**config.mk**
```make
export PLATFORM = sky130hd
export DESIGN_NAME = stcap_timer
export DESIGN_NICKNAME = d
export VERILOG_FILES = /design/src/stcap_pkg.sv /design/src/stcap_timer.sv
export SDC_FILE = /design/constraint.sdc
export NUM_CORES = 1
export LEC_CHECK = 0
export BUFFER_PORTS_ARGS = -buffer_cell sky130_fd_sc_hd__buf_2
export CORE_MARGIN = 1.5
export CORE_UTILIZATION = 59
export DETAILED_ROUTE_END_ITERATION = 12
export PLACE_DENSITY_LB_ADDON = 0.1
export SYNTH_ARGS = -nofsm -noshare
export SYNTH_HDL_FRONTEND = slang
export SYNTH_SLANG_ARGS = --single-unit
```
**constraint.sdc**
```tcl
create_clock -name pclk -period 3.2 [get_ports pclk]
set_input_delay 0.48 -clock pclk [delete_from_list [all_inputs] [get_ports pclk]]
set_output_delay 0.48 -clock pclk [all_outputs]
set_load 0.1 [all_outputs]
```
**src/stcap_pkg.sv**
```systemverilog
package stcap_pkg;
   // ======================================================
   // register byte offsets
   localparam logic [7:0] OFF_MASK = 8'h0c;
   localparam logic [7:0] OFF_STS  = 8'h10;
   localparam logic [7:0] OFF_MODE = 8'h18;
   localparam logic [7:0] OFF_CCEN = 8'h20;
   localparam logic [7:0] OFF_CNT  = 8'h24;
   localparam logic [7:0] OFF_PRESC = 8'h28;
   localparam logic [7:0] OFF_ARR  = 8'h2c;
   localparam logic [7:0] OFF_CHVAL = 8'h34;
   localparam logic [7:0] OFF_OPT  = 8'h50;
   // ======================================================
   // field positions
   localparam int CCEN_EN   = 0;
   localparam int CCEN_POL  = 1;
   localparam int CCEN_NPOL = 3;
   localparam int MODE_PEN  = 3;
   localparam int STS_UPD   = 0;
   localparam int STS_CAP   = 1;
   // ======================================================
   // reset values
   localparam logic [15:0] CNT_RST = 16'h0000;
   localparam logic [15:0] PRESC_RST = 16'h0000;
   localparam logic [15:0] ARR_RST = 16'hffff;
   localparam logic [15:0] CHVAL_RST = 16'h0000;
   localparam logic [1:0]  OPT_RST = 2'h0;
   // ======================================================
   // channel mode select codes
   typedef enum logic [1:0] {
      STCAP_OUT = 2'b00,
      STCAP_IN1 = 2'b01,
      STCAP_IN2 = 2'b10,
      STCAP_TRG = 2'b11
   } stcap_mode_e;
   // input remap codes
   typedef enum logic [1:0] {
      STCAP_RMP_GPIO = 2'b00,
      STCAP_RMP_RTC  = 2'b01,
      STCAP_RMP_HSE  = 2'b10,
      STCAP_RMP_CLKO = 2'b11
   } stcap_rmp_e;
endpackage : stcap_pkg

```
**src/stcap_timer.sv**
```systemverilog
// The APB interface to the registers was left to the implementer.
`timescale 1ns/1ps
module stcap_timer (
   input  wire logic        pclk,
   input  wire logic        presetn,
   input  wire logic        psel,
   input  wire logic        penable,
   input  wire logic        pwrite,
   input  wire logic [7:0]  paddr,
   input  wire logic [31:0] pwdata,
   output logic      [31:0] prdata,
   output logic             pready,
   output logic             pslverr,
   input  wire logic        gpio_in,
   input  wire logic        real_time_clock_source,
   input  wire logic        external_fast_oscillator,
   input  wire logic        main_clock_output,
   input  wire logic        filtered_input_two,
   input  wire logic        trigger_in,
   output logic             channel_one_output,
   output logic             channel_output_enable,
   output logic             compare_reference_signal,
   output logic             update_event,
   output logic             irq
);
   // ======================================================
   // state
   logic [15:0] counter_value_r;
   logic [15:0] prescaler_divisor_r;
   logic [15:0] div_shadow_r;
   logic [15:0] div_count_r;
   logic [15:0] period_limit_r;
   logic [15:0] channel_one_value_r;
   logic [15:0] cmp_act_r;
   logic [1:0]  input_remap_field_r;
   logic [1:0]  channel_mode_select_r;
   logic        compare_preload_enable_r;
   logic        channel_enable_bit_r;
   logic        main_polarity_bit_r;
   logic        complementary_polarity_bit_r;
   logic [1:0]  sts_r;
   logic [1:0]  sts_nxt;
   logic [1:0]  mask_r;
   logic        cap_prev_r;
   logic [31:0] rd_nxt;
   logic        unmapped;
   // ======================================================
   // apb decode
   logic wr_en;
   logic setup;
   assign setup = psel & ~penable;
   assign wr_en = psel & penable & pwrite & pready;

   function automatic logic hit(input logic [7:0] off);
      hit = wr_en && (paddr == off);
   endfunction : hit

   // edge qualification shared by every capture source
   function automatic logic edge_hit(input logic cur, input logic prev,
                                     input logic npol, input logic pol);
      logic rise;
      logic fall;
      rise = cur & ~prev;
      fall = ~cur & prev;
      case ({npol, pol})
         2'b01:   edge_hit = fall;
         2'b11:   edge_hit = rise | fall;
         default: edge_hit = rise;                      // reserved code acts as rising
      endcase
   endfunction : edge_hit

   // ======================================================
   // input routing and capture event
   logic filtered_input_one;
   logic cap_src;
   logic cap_evt;
   logic in_mode;
   always_comb begin
      case (stcap_pkg::stcap_rmp_e'(input_remap_field_r))
         stcap_pkg::STCAP_RMP_RTC: filtered_input_one = real_time_clock_source;
         stcap_pkg::STCAP_RMP_HSE: filtered_input_one = external_fast_oscillator;
         stcap_pkg::STCAP_RMP_CLKO: filtered_input_one = main_clock_output;
         default:                  filtered_input_one = gpio_in;
      endcase
      case (stcap_pkg::stcap_mode_e'(channel_mode_select_r))
         stcap_pkg::STCAP_IN2: cap_src = filtered_input_two;
         stcap_pkg::STCAP_TRG: cap_src = trigger_in;
         default:              cap_src = filtered_input_one;
      endcase
   end
   assign in_mode = (channel_mode_select_r != stcap_pkg::STCAP_OUT);
   // one polarity setting serves all three capture sources (IN1, IN2, TRG)
   assign cap_evt = in_mode & channel_enable_bit_r
                  & edge_hit(cap_src, cap_prev_r, complementary_polarity_bit_r, main_polarity_bit_r);

   always_ff @(posedge pclk or negedge presetn) begin
      if (!presetn) begin
         cap_prev_r <= 1'b0;
      end else begin
         cap_prev_r <= cap_src;
      end
   end

   // ======================================================
   // prescaler and counter
   logic tick;
   logic upd;
   logic cnt_wr;
   assign tick   = (div_count_r == div_shadow_r);
   assign cnt_wr = wr_en && (paddr == stcap_pkg::OFF_CNT);
   assign upd    = tick & (period_limit_r != 16'h0000) & (counter_value_r == period_limit_r) & ~cnt_wr;

   always_ff @(posedge pclk or negedge presetn) begin
      if (!presetn) begin
         div_count_r  <= 16'h0000;
         div_shadow_r <= stcap_pkg::PRESC_RST;
      end else begin
         // divisor is buffered so a change lands at a period boundary
         if (upd) begin
            div_shadow_r <= prescaler_divisor_r;
         end
         if (tick) begin
            div_count_r <= 16'h0000;
         end else begin
            div_count_r <= div_count_r + 16'h0001;
         end
      end
   end

   always_ff @(posedge pclk or negedge presetn) begin
      if (!presetn) begin
         counter_value_r <= stcap_pkg::CNT_RST;
      end else if (cnt_wr) begin
         counter_value_r <= pwdata[15:0];
      end else if (tick && period_limit_r != 16'h0000) begin
         if (upd) begin
            counter_value_r <= 16'h0000;
         end else begin
            counter_value_r <= counter_value_r + 16'h0001;
         end
      end
   end

   // ======================================================
   // configuration registers
   always_ff @(posedge pclk or negedge presetn) begin
      if (!presetn) begin
         prescaler_divisor_r <= stcap_pkg::PRESC_RST;
         period_limit_r      <= stcap_pkg::ARR_RST;
         input_remap_field_r <= stcap_pkg::OPT_RST;
         mask_r              <= 2'b00;
      end else begin
         if (hit(stcap_pkg::OFF_PRESC)) begin
            prescaler_divisor_r <= pwdata[15:0];
         end
         if (hit(stcap_pkg::OFF_ARR)) begin
            period_limit_r <= pwdata[15:0];
         end
         if (hit(stcap_pkg::OFF_OPT)) begin
            input_remap_field_r <= pwdata[1:0];
         end
         if (hit(stcap_pkg::OFF_MASK)) begin
            mask_r <= pwdata[1:0];
         end
      end
   end

   always_ff @(posedge pclk or negedge presetn) begin
      if (!presetn) begin
         channel_mode_select_r    <= stcap_pkg::STCAP_OUT;
         compare_preload_enable_r <= 1'b0;
      end else if (hit(stcap_pkg::OFF_MODE)) begin
         compare_preload_enable_r <= pwdata[stcap_pkg::MODE_PEN];
         if (!channel_enable_bit_r) begin
            channel_mode_select_r <= pwdata[1:0];
         end
      end
   end

   always_ff @(posedge pclk or negedge presetn) begin
      if (!presetn) begin
         channel_enable_bit_r         <= 1'b0;
         main_polarity_bit_r          <= 1'b0;
         complementary_polarity_bit_r <= 1'b0;
      end else begin
         if (hit(stcap_pkg::OFF_CCEN)) begin
            channel_enable_bit_r <= pwdata[stcap_pkg::CCEN_EN];
            main_polarity_bit_r  <= pwdata[stcap_pkg::CCEN_POL];
         end
         // a stale bit from input mode is dropped when output mode is chosen
         if (!in_mode) begin
            complementary_polarity_bit_r <= 1'b0;
         end else if (hit(stcap_pkg::OFF_CCEN)) begin
            complementary_polarity_bit_r <= pwdata[stcap_pkg::CCEN_NPOL];
         end
      end
   end

   // ======================================================
   // channel value and compare shadow
   logic cc_wr;
   assign cc_wr = wr_en && (paddr == stcap_pkg::OFF_CHVAL);
   always_ff @(posedge pclk or negedge presetn) begin
      if (!presetn) begin
         channel_one_value_r <= stcap_pkg::CHVAL_RST;
      end else if (cap_evt) begin
         channel_one_value_r <= counter_value_r;
      end else if (cc_wr) begin
         channel_one_value_r <= pwdata[15:0];
      end
   end

   always_ff @(posedge pclk or negedge presetn) begin
      if (!presetn) begin
         cmp_act_r <= stcap_pkg::CHVAL_RST;
      end else if (cc_wr && !compare_preload_enable_r) begin
         cmp_act_r <= pwdata[15:0];
      end else if (upd && compare_preload_enable_r) begin
         cmp_act_r <= channel_one_value_r;
      end
   end

   // ======================================================
   // channel output, registered so pins never glitch
   logic ref_nxt;
   assign ref_nxt = (counter_value_r < cmp_act_r);
   always_ff @(posedge pclk or negedge presetn) begin
      if (!presetn) begin
         compare_reference_signal <= 1'b0;
         channel_one_output       <= 1'b0;
         channel_output_enable    <= 1'b0;
         update_event             <= 1'b0;
      end else begin
         compare_reference_signal <= ref_nxt & ~in_mode;
         channel_output_enable    <= channel_enable_bit_r & ~in_mode;
         channel_one_output       <= channel_enable_bit_r & ~in_mode
                                   & (ref_nxt ^ main_polarity_bit_r);
         update_event             <= upd;
      end
   end

   // ======================================================
   // status, mask and interrupt; a set beats a same-cycle clear
   always_comb begin
      sts_nxt = sts_r;
      if (hit(stcap_pkg::OFF_STS)) begin
         sts_nxt = sts_r & ~pwdata[1:0];
      end
      if (upd) begin
         sts_nxt[stcap_pkg::STS_UPD] = 1'b1;
      end
      if (cap_evt) begin
         sts_nxt[stcap_pkg::STS_CAP] = 1'b1;
      end
   end

   always_ff @(posedge pclk or negedge presetn) begin
      if (!presetn) begin
         sts_r <= 2'b00;
         irq   <= 1'b0;
      end else begin
         sts_r <= sts_nxt;
         irq   <= |(sts_nxt & mask_r);
      end
   end

   // ======================================================
   // apb read path: data is captured in setup, answered in the one access cycle
   always_comb begin
      rd_nxt   = 32'h0000_0000;
      unmapped = 1'b0;
      if (paddr == stcap_pkg::OFF_CNT) begin
         rd_nxt[15:0] = counter_value_r;
      end else if (paddr == stcap_pkg::OFF_PRESC) begin
         rd_nxt[15:0] = prescaler_divisor_r;
      end else if (paddr == stcap_pkg::OFF_ARR) begin
         rd_nxt[15:0] = period_limit_r;
      end else if (paddr == stcap_pkg::OFF_CHVAL) begin
         rd_nxt[15:0] = channel_one_value_r;
      end else if (paddr == stcap_pkg::OFF_OPT) begin
         rd_nxt[1:0] = input_remap_field_r;
      end else if (paddr == stcap_pkg::OFF_CCEN) begin
         rd_nxt[stcap_pkg::CCEN_EN]   = channel_enable_bit_r;
         rd_nxt[stcap_pkg::CCEN_POL]  = main_polarity_bit_r;
         rd_nxt[stcap_pkg::CCEN_NPOL] = complementary_polarity_bit_r;
      end else if (paddr == stcap_pkg::OFF_MODE) begin
         rd_nxt[1:0]                 = channel_mode_select_r;
         rd_nxt[stcap_pkg::MODE_PEN] = compare_preload_enable_r;
      end else if (paddr == stcap_pkg::OFF_STS) begin
         rd_nxt[1:0] = sts_r;
      end else if (paddr == stcap_pkg::OFF_MASK) begin
         rd_nxt[1:0] = mask_r;
      end else begin
         unmapped = 1'b1;
      end
   end

   always_ff @(posedge pclk or negedge presetn) begin
      if (!presetn) begin
         pready  <= 1'b0;
         pslverr <= 1'b0;
         prdata  <= 32'h0000_0000;
      end else if (setup) begin
         pready  <= 1'b1;
         pslverr <= unmapped;
         prdata  <= pwrite ? 32'h0000_0000 : rd_nxt;
      end else begin
         pready  <= 1'b0;
         pslverr <= 1'b0;
      end
   end

   // ======================================================
   // assertions
   property p_npol_zero;
      @(posedge pclk) disable iff (!presetn)
      !in_mode |=> !complementary_polarity_bit_r;
   endproperty
   a_npol_zero: assert property (p_npol_zero) else $error("npol set in output mode");
   property p_off_low;
      @(posedge pclk) disable iff (!presetn)
      !channel_enable_bit_r |=> !channel_one_output && !channel_output_enable;
   endproperty
   a_off_low: assert property (p_off_low) else $error("disabled channel drives");
   property p_on_drive;
      @(posedge pclk) disable iff (!presetn)
      channel_enable_bit_r && !in_mode |=> channel_output_enable
         && (channel_one_output == (compare_reference_signal ^ $past(main_polarity_bit_r)));
   endproperty
   a_on_drive: assert property (p_on_drive) else $error("enabled output wrong");
   property p_stopped;
      @(posedge pclk) disable iff (!presetn)
      period_limit_r == 16'h0000 && !cnt_wr |=> $stable(counter_value_r);
   endproperty
   a_stopped: assert property (p_stopped) else $error("counter ran at zero limit");
   property p_wrap;
      @(posedge pclk) disable iff (!presetn)
      upd |=> counter_value_r == 16'h0000 && sts_r[stcap_pkg::STS_UPD] && update_event;
   endproperty
   a_wrap: assert property (p_wrap) else $error("wrap or update missing");
   property p_pre_hold;
      @(posedge pclk) disable iff (!presetn)
      compare_preload_enable_r && !upd |=> $stable(cmp_act_r);
   endproperty
   a_pre_hold: assert property (p_pre_hold) else $error("preload leaked early");
   property p_direct;
      @(posedge pclk) disable iff (!presetn)
      cc_wr && !compare_preload_enable_r |=> cmp_act_r == $past(pwdata[15:0]);
   endproperty
   a_direct: assert property (p_direct) else $error("direct write not applied");

   property p_capture;
      @(posedge pclk) disable iff (!presetn)
      cap_evt |=> channel_one_value_r == $past(counter_value_r) && sts_r[stcap_pkg::STS_CAP];
   endproperty
   a_capture: assert property (p_capture) else $error("capture not latched");

   property p_gate;
      @(posedge pclk) disable iff (!presetn)
      in_mode && !channel_enable_bit_r && !cc_wr |=> $stable(channel_one_value_r);
   endproperty
   a_gate: assert property (p_gate) else $error("capture while disabled");

   property p_mode_lock;
      @(posedge pclk) disable iff (!presetn)
      channel_enable_bit_r |=> $stable(channel_mode_select_r);
   endproperty
   a_mode_lock: assert property (p_mode_lock) else $error("mode changed while enabled");

   property p_div;
      @(posedge pclk) disable iff (!presetn)
      div_count_r <= div_shadow_r;
   endproperty
   a_div: assert property (p_div) else $error("prescaler overran");

   c_capture: cover property (@(posedge pclk) disable iff (!presetn) cap_evt);
   c_update:  cover property (@(posedge pclk) disable iff (!presetn) upd && compare_preload_enable_r);
   c_irq:     cover property (@(posedge pclk) disable iff (!presetn) $rose(irq));
   c_out:     cover property (@(posedge pclk) disable iff (!presetn) $rose(channel_one_output));
endmodule : stcap_timer

```
==> results.json <==
{
  "layout_commonest_cell": "dfrtp_1",
  "core_area_sq_um": 13400,
  "peakVddDrop_mv": 0.385,
  "cts.sinks": 148,
  "io_buffers": 57,
  "cts_inserted_buffers": 17,
  "worst_slew_pin_slew_ps": 830,
  "holdBufCountCts": 0,
  "cpPeakStageDelay_ps": 510,
  "dp_hpwl_mm": 14.9,
  "slowest_stage": "mux4_2",
  "finalCritPeriodShare_pct": 89.0,
  "finalClockSkew_ps": 11.1,
  "io_pins": 90,
  "synthesis.area_sq_um": 8170,
  "synth_edf_count": 0,
  "fmax_mhz": 351,
  "wl_mm": 20.8,
  "cts_buffer_depth": 2,
  "postSynthCellCount": 803,
  "wl_per_cell_microns": 19.9,
  "total_power_uw": 4550,
  "status": "finished, final reports clean",
  "finalSetupViolations": 0,
  "nets": 926,
  "gr-total-overflow": 0,
  "fillers": 1028,
  "dr.pass1.iters": 5,
  "cts_root_buf": "clkbuf_16",
  "synth_warnings": 0,
  "die_w_microns": 121,
  "drive_gt1_share_pct": 23.2,
  "power_density_nw_per_um2": 496,
  "worst_ep_required_time_ps": 3480,
  "synth_seq_cells": 148,
  "start_kind": "register",
  "clk_pin_slew_ps": 70,
  "clk_latency_ps": 430,
  "slew_headroom_pct": 44.7,
  "final.min_clock_period_ps": 2850,
  "hp-class": "input pin to asynchronous set/reset pin",
  "setup_ws_ps": 352,
  "critPathMaxFanout": 13,
  "grt_use_total_pct": 30.4,
  "synth_cell_types": 63,
  "max-cap-violations": 0,
  "vias": 6493,
  "dominantRegCellSynth": "dfrtp_1",
  "num_rows": 42,
  "n_antenna_cell": 0,
  "synth_seq_area_share_pct": 45.6,
  "report.final.slew_viol_count": 0,
  "antenna_found_initial": 0,
  "hold_viol": 0,
  "grt_pass1_vias": 6456,
  "cts_max_level": 4,
  "rsz0062_at_grt": "false",
  "crit_path_end_kind": "register",
  "place_ws_ps": 182,
  "ant_nets": 0,
  "drt_iter0_drc": 457,
  "start_util_pct": 61.0,
  "drc": 0,
  "finalSetupTns_ps": 0,
  "crit_type": "register to register",
  "synth.avg_cell_area_sq_um": 10.2,
  "whs_ps": 29.5,
  "grt_max_degree": 68,
  "via_per_inst": 6.21,
  "syn2layout_area_growth_pct": 12.3,
  "p_leak_uw": 0.00421,
  "cts_tree": "done",
  "final_cell_mix": "dfrtp_1 (132), nand2_1 (80), mux2_2 (57)",
  "arrival_ps": 3130,
  "async_reset_ff_share_pct": 100,
  "grt_pass1_wl_mm": 34.0,
  "finalWeightedCongestion": 0.911,
  "worstPathCellList": "mux4_2, nor2_1, a21oi_1, ha_1, nand2_1, o211ai_1, a21oi_2, buf_4, mux2i_1, o21ai_0",
  "dieArea_sq_um": 14600,
  "die_y_microns": 121,
  "postLayoutCoreUtil_pct": 68.5
}
final cells by class:
class,instances,area (sq um),share of cell area (%)
clock buffers,17,425,4.64
clock inverters,15,148,1.61
inverters,24,90.1,0.982
multi-input cells,584,4100,44.7
flip-flops and latches,148,3720,40.6
well taps,176,220,2.40
repair buffers,81,472,5.14
Yosys cell counts, drive strengths merged, types with 7 or more instances:
cell / count / area share (%)
buf: 32 / 2.6
a22o: 16 / 1.7
nor3: 16 / 1.3
ha: 19 / 2.9
a31oi: 8 / 0.61
nor2: 39 / 1.9
nor2b: 8 / 0.61
clkbuf: 30 / 1.4
a22oi: 27 / 2.5
a21oi: 13 / 0.80
dfrtp: 132 / 40
or3: 22 / 1.7
mux2i: 20 / 2.5
nand4: 17 / 1.5
nand3b: 17 / 1.6
xor2: 7 / 0.75
mux2: 57 / 7.9
xnor2: 37 / 4.0
nand3: 34 / 2.1
a21o: 8 / 0.74
nor4: 9 / 1.1
o21ai: 44 / 2.7
dfstp: 16 / 5.1
nand2: 80 / 3.7
inv: 24 / 1.1
worst max-delay path: cells and delay by family (launching register included):
kind / cells / cell delay [ps]
DFF: 1 / 380
muxes: 2 / 740
buffers and inverters: 1 / 370
AOI/OAI and AO/OA: 4 / 750
and+or+nand+nor: 2 / 170
adders and majority gates: 1 / 290
state kept, by name, summed over array words and instances (netlist names), 2 cells and up:
| signal | flops |
|---|---|
| period_limit_r | 16 |
| prescaler_divisor_r | 16 |
| mask_r | 2 |
| counter_value_r | 16 |
| prdata | 16 |
| channel_one_value_r | 16 |
| input_remap_field_r | 2 |
| div_shadow_r | 16 |
| channel_mode_select_r | 2 |
| sts_r | 2 |
| cmp_act_r | 16 |
| div_count_r | 16 |
report_power, final:
group / leakage, uW / internal, uW / switching, uW / total (uW)
Combinational: 0.00208 / 192 / 393 / 585
Sequential: 0.00186 / 1920 / 102 / 2020
Clock: 0.000262 / 1090 / 854 / 1940
routing by layer:
| metal | track usage, % | vias to the layer above | share of wire [%] |
|---|---|---|---|
| met5 | 0 | - | 0 |
| li1 | - | 2979 | - |
| met4 | 14.4 | 0 | 3.7 |
| met3 | 4.95 | 64 | 5.3 |
| met2 | 48.5 | 259 | 48 |
| met1 | 40.6 | 3191 | 43 |
stage by stage:
| step | area, sq um | cells |
|---|---|---|
| floorplan | 8230 | 818 |
| global placement | 8600 | 1013 |
| detailed placement | 8600 | 1013 |
| CTS | 9170 | 1045 |
| global route | 9180 | 1045 |
| finish | 9180 | 1045 |
path summary, 6_finish.rpt:
kind / startpoint / endpoint / slack [ps] / depth (start not counted)
setup / recovery: input_remap_field_r[1] / channel_one_value_r[12] / 350 / 10
hold reg to reg: prdata[14] / prdata[14] / 500 / 1
hold / removal: presetn / irq / 30 / 1
setup reg to reg: input_remap_field_r[1] / channel_one_value_r[12] / 350 / 10
max in group asynchronous: presetn / period_limit_r[11] / 2250 / 2
min in group pclk: pwdata[7] / counter_value_r[7] / 350 / 3
cell families (layout without fill, tap and decap cells):
family,Yosys count,count (layout),share of synthesized area (%)
simple gates,282,282,19.1
flops,148,148,45.6
compound gates,145,145,12.0
buf+inv,86,137,5.13
mux,78,78,10.6
xor+xnor,44,44,4.72
fa+ha+maj,19,19,2.91
other cells,1,16,0.0459
timing repair:
action                     4_1_cts  5_1_grt
setup endpoints to repair        0        8
setup buffers                    0        0
resized for setup                0        1
No activity file was read; power rests on OpenSTA's default activity.
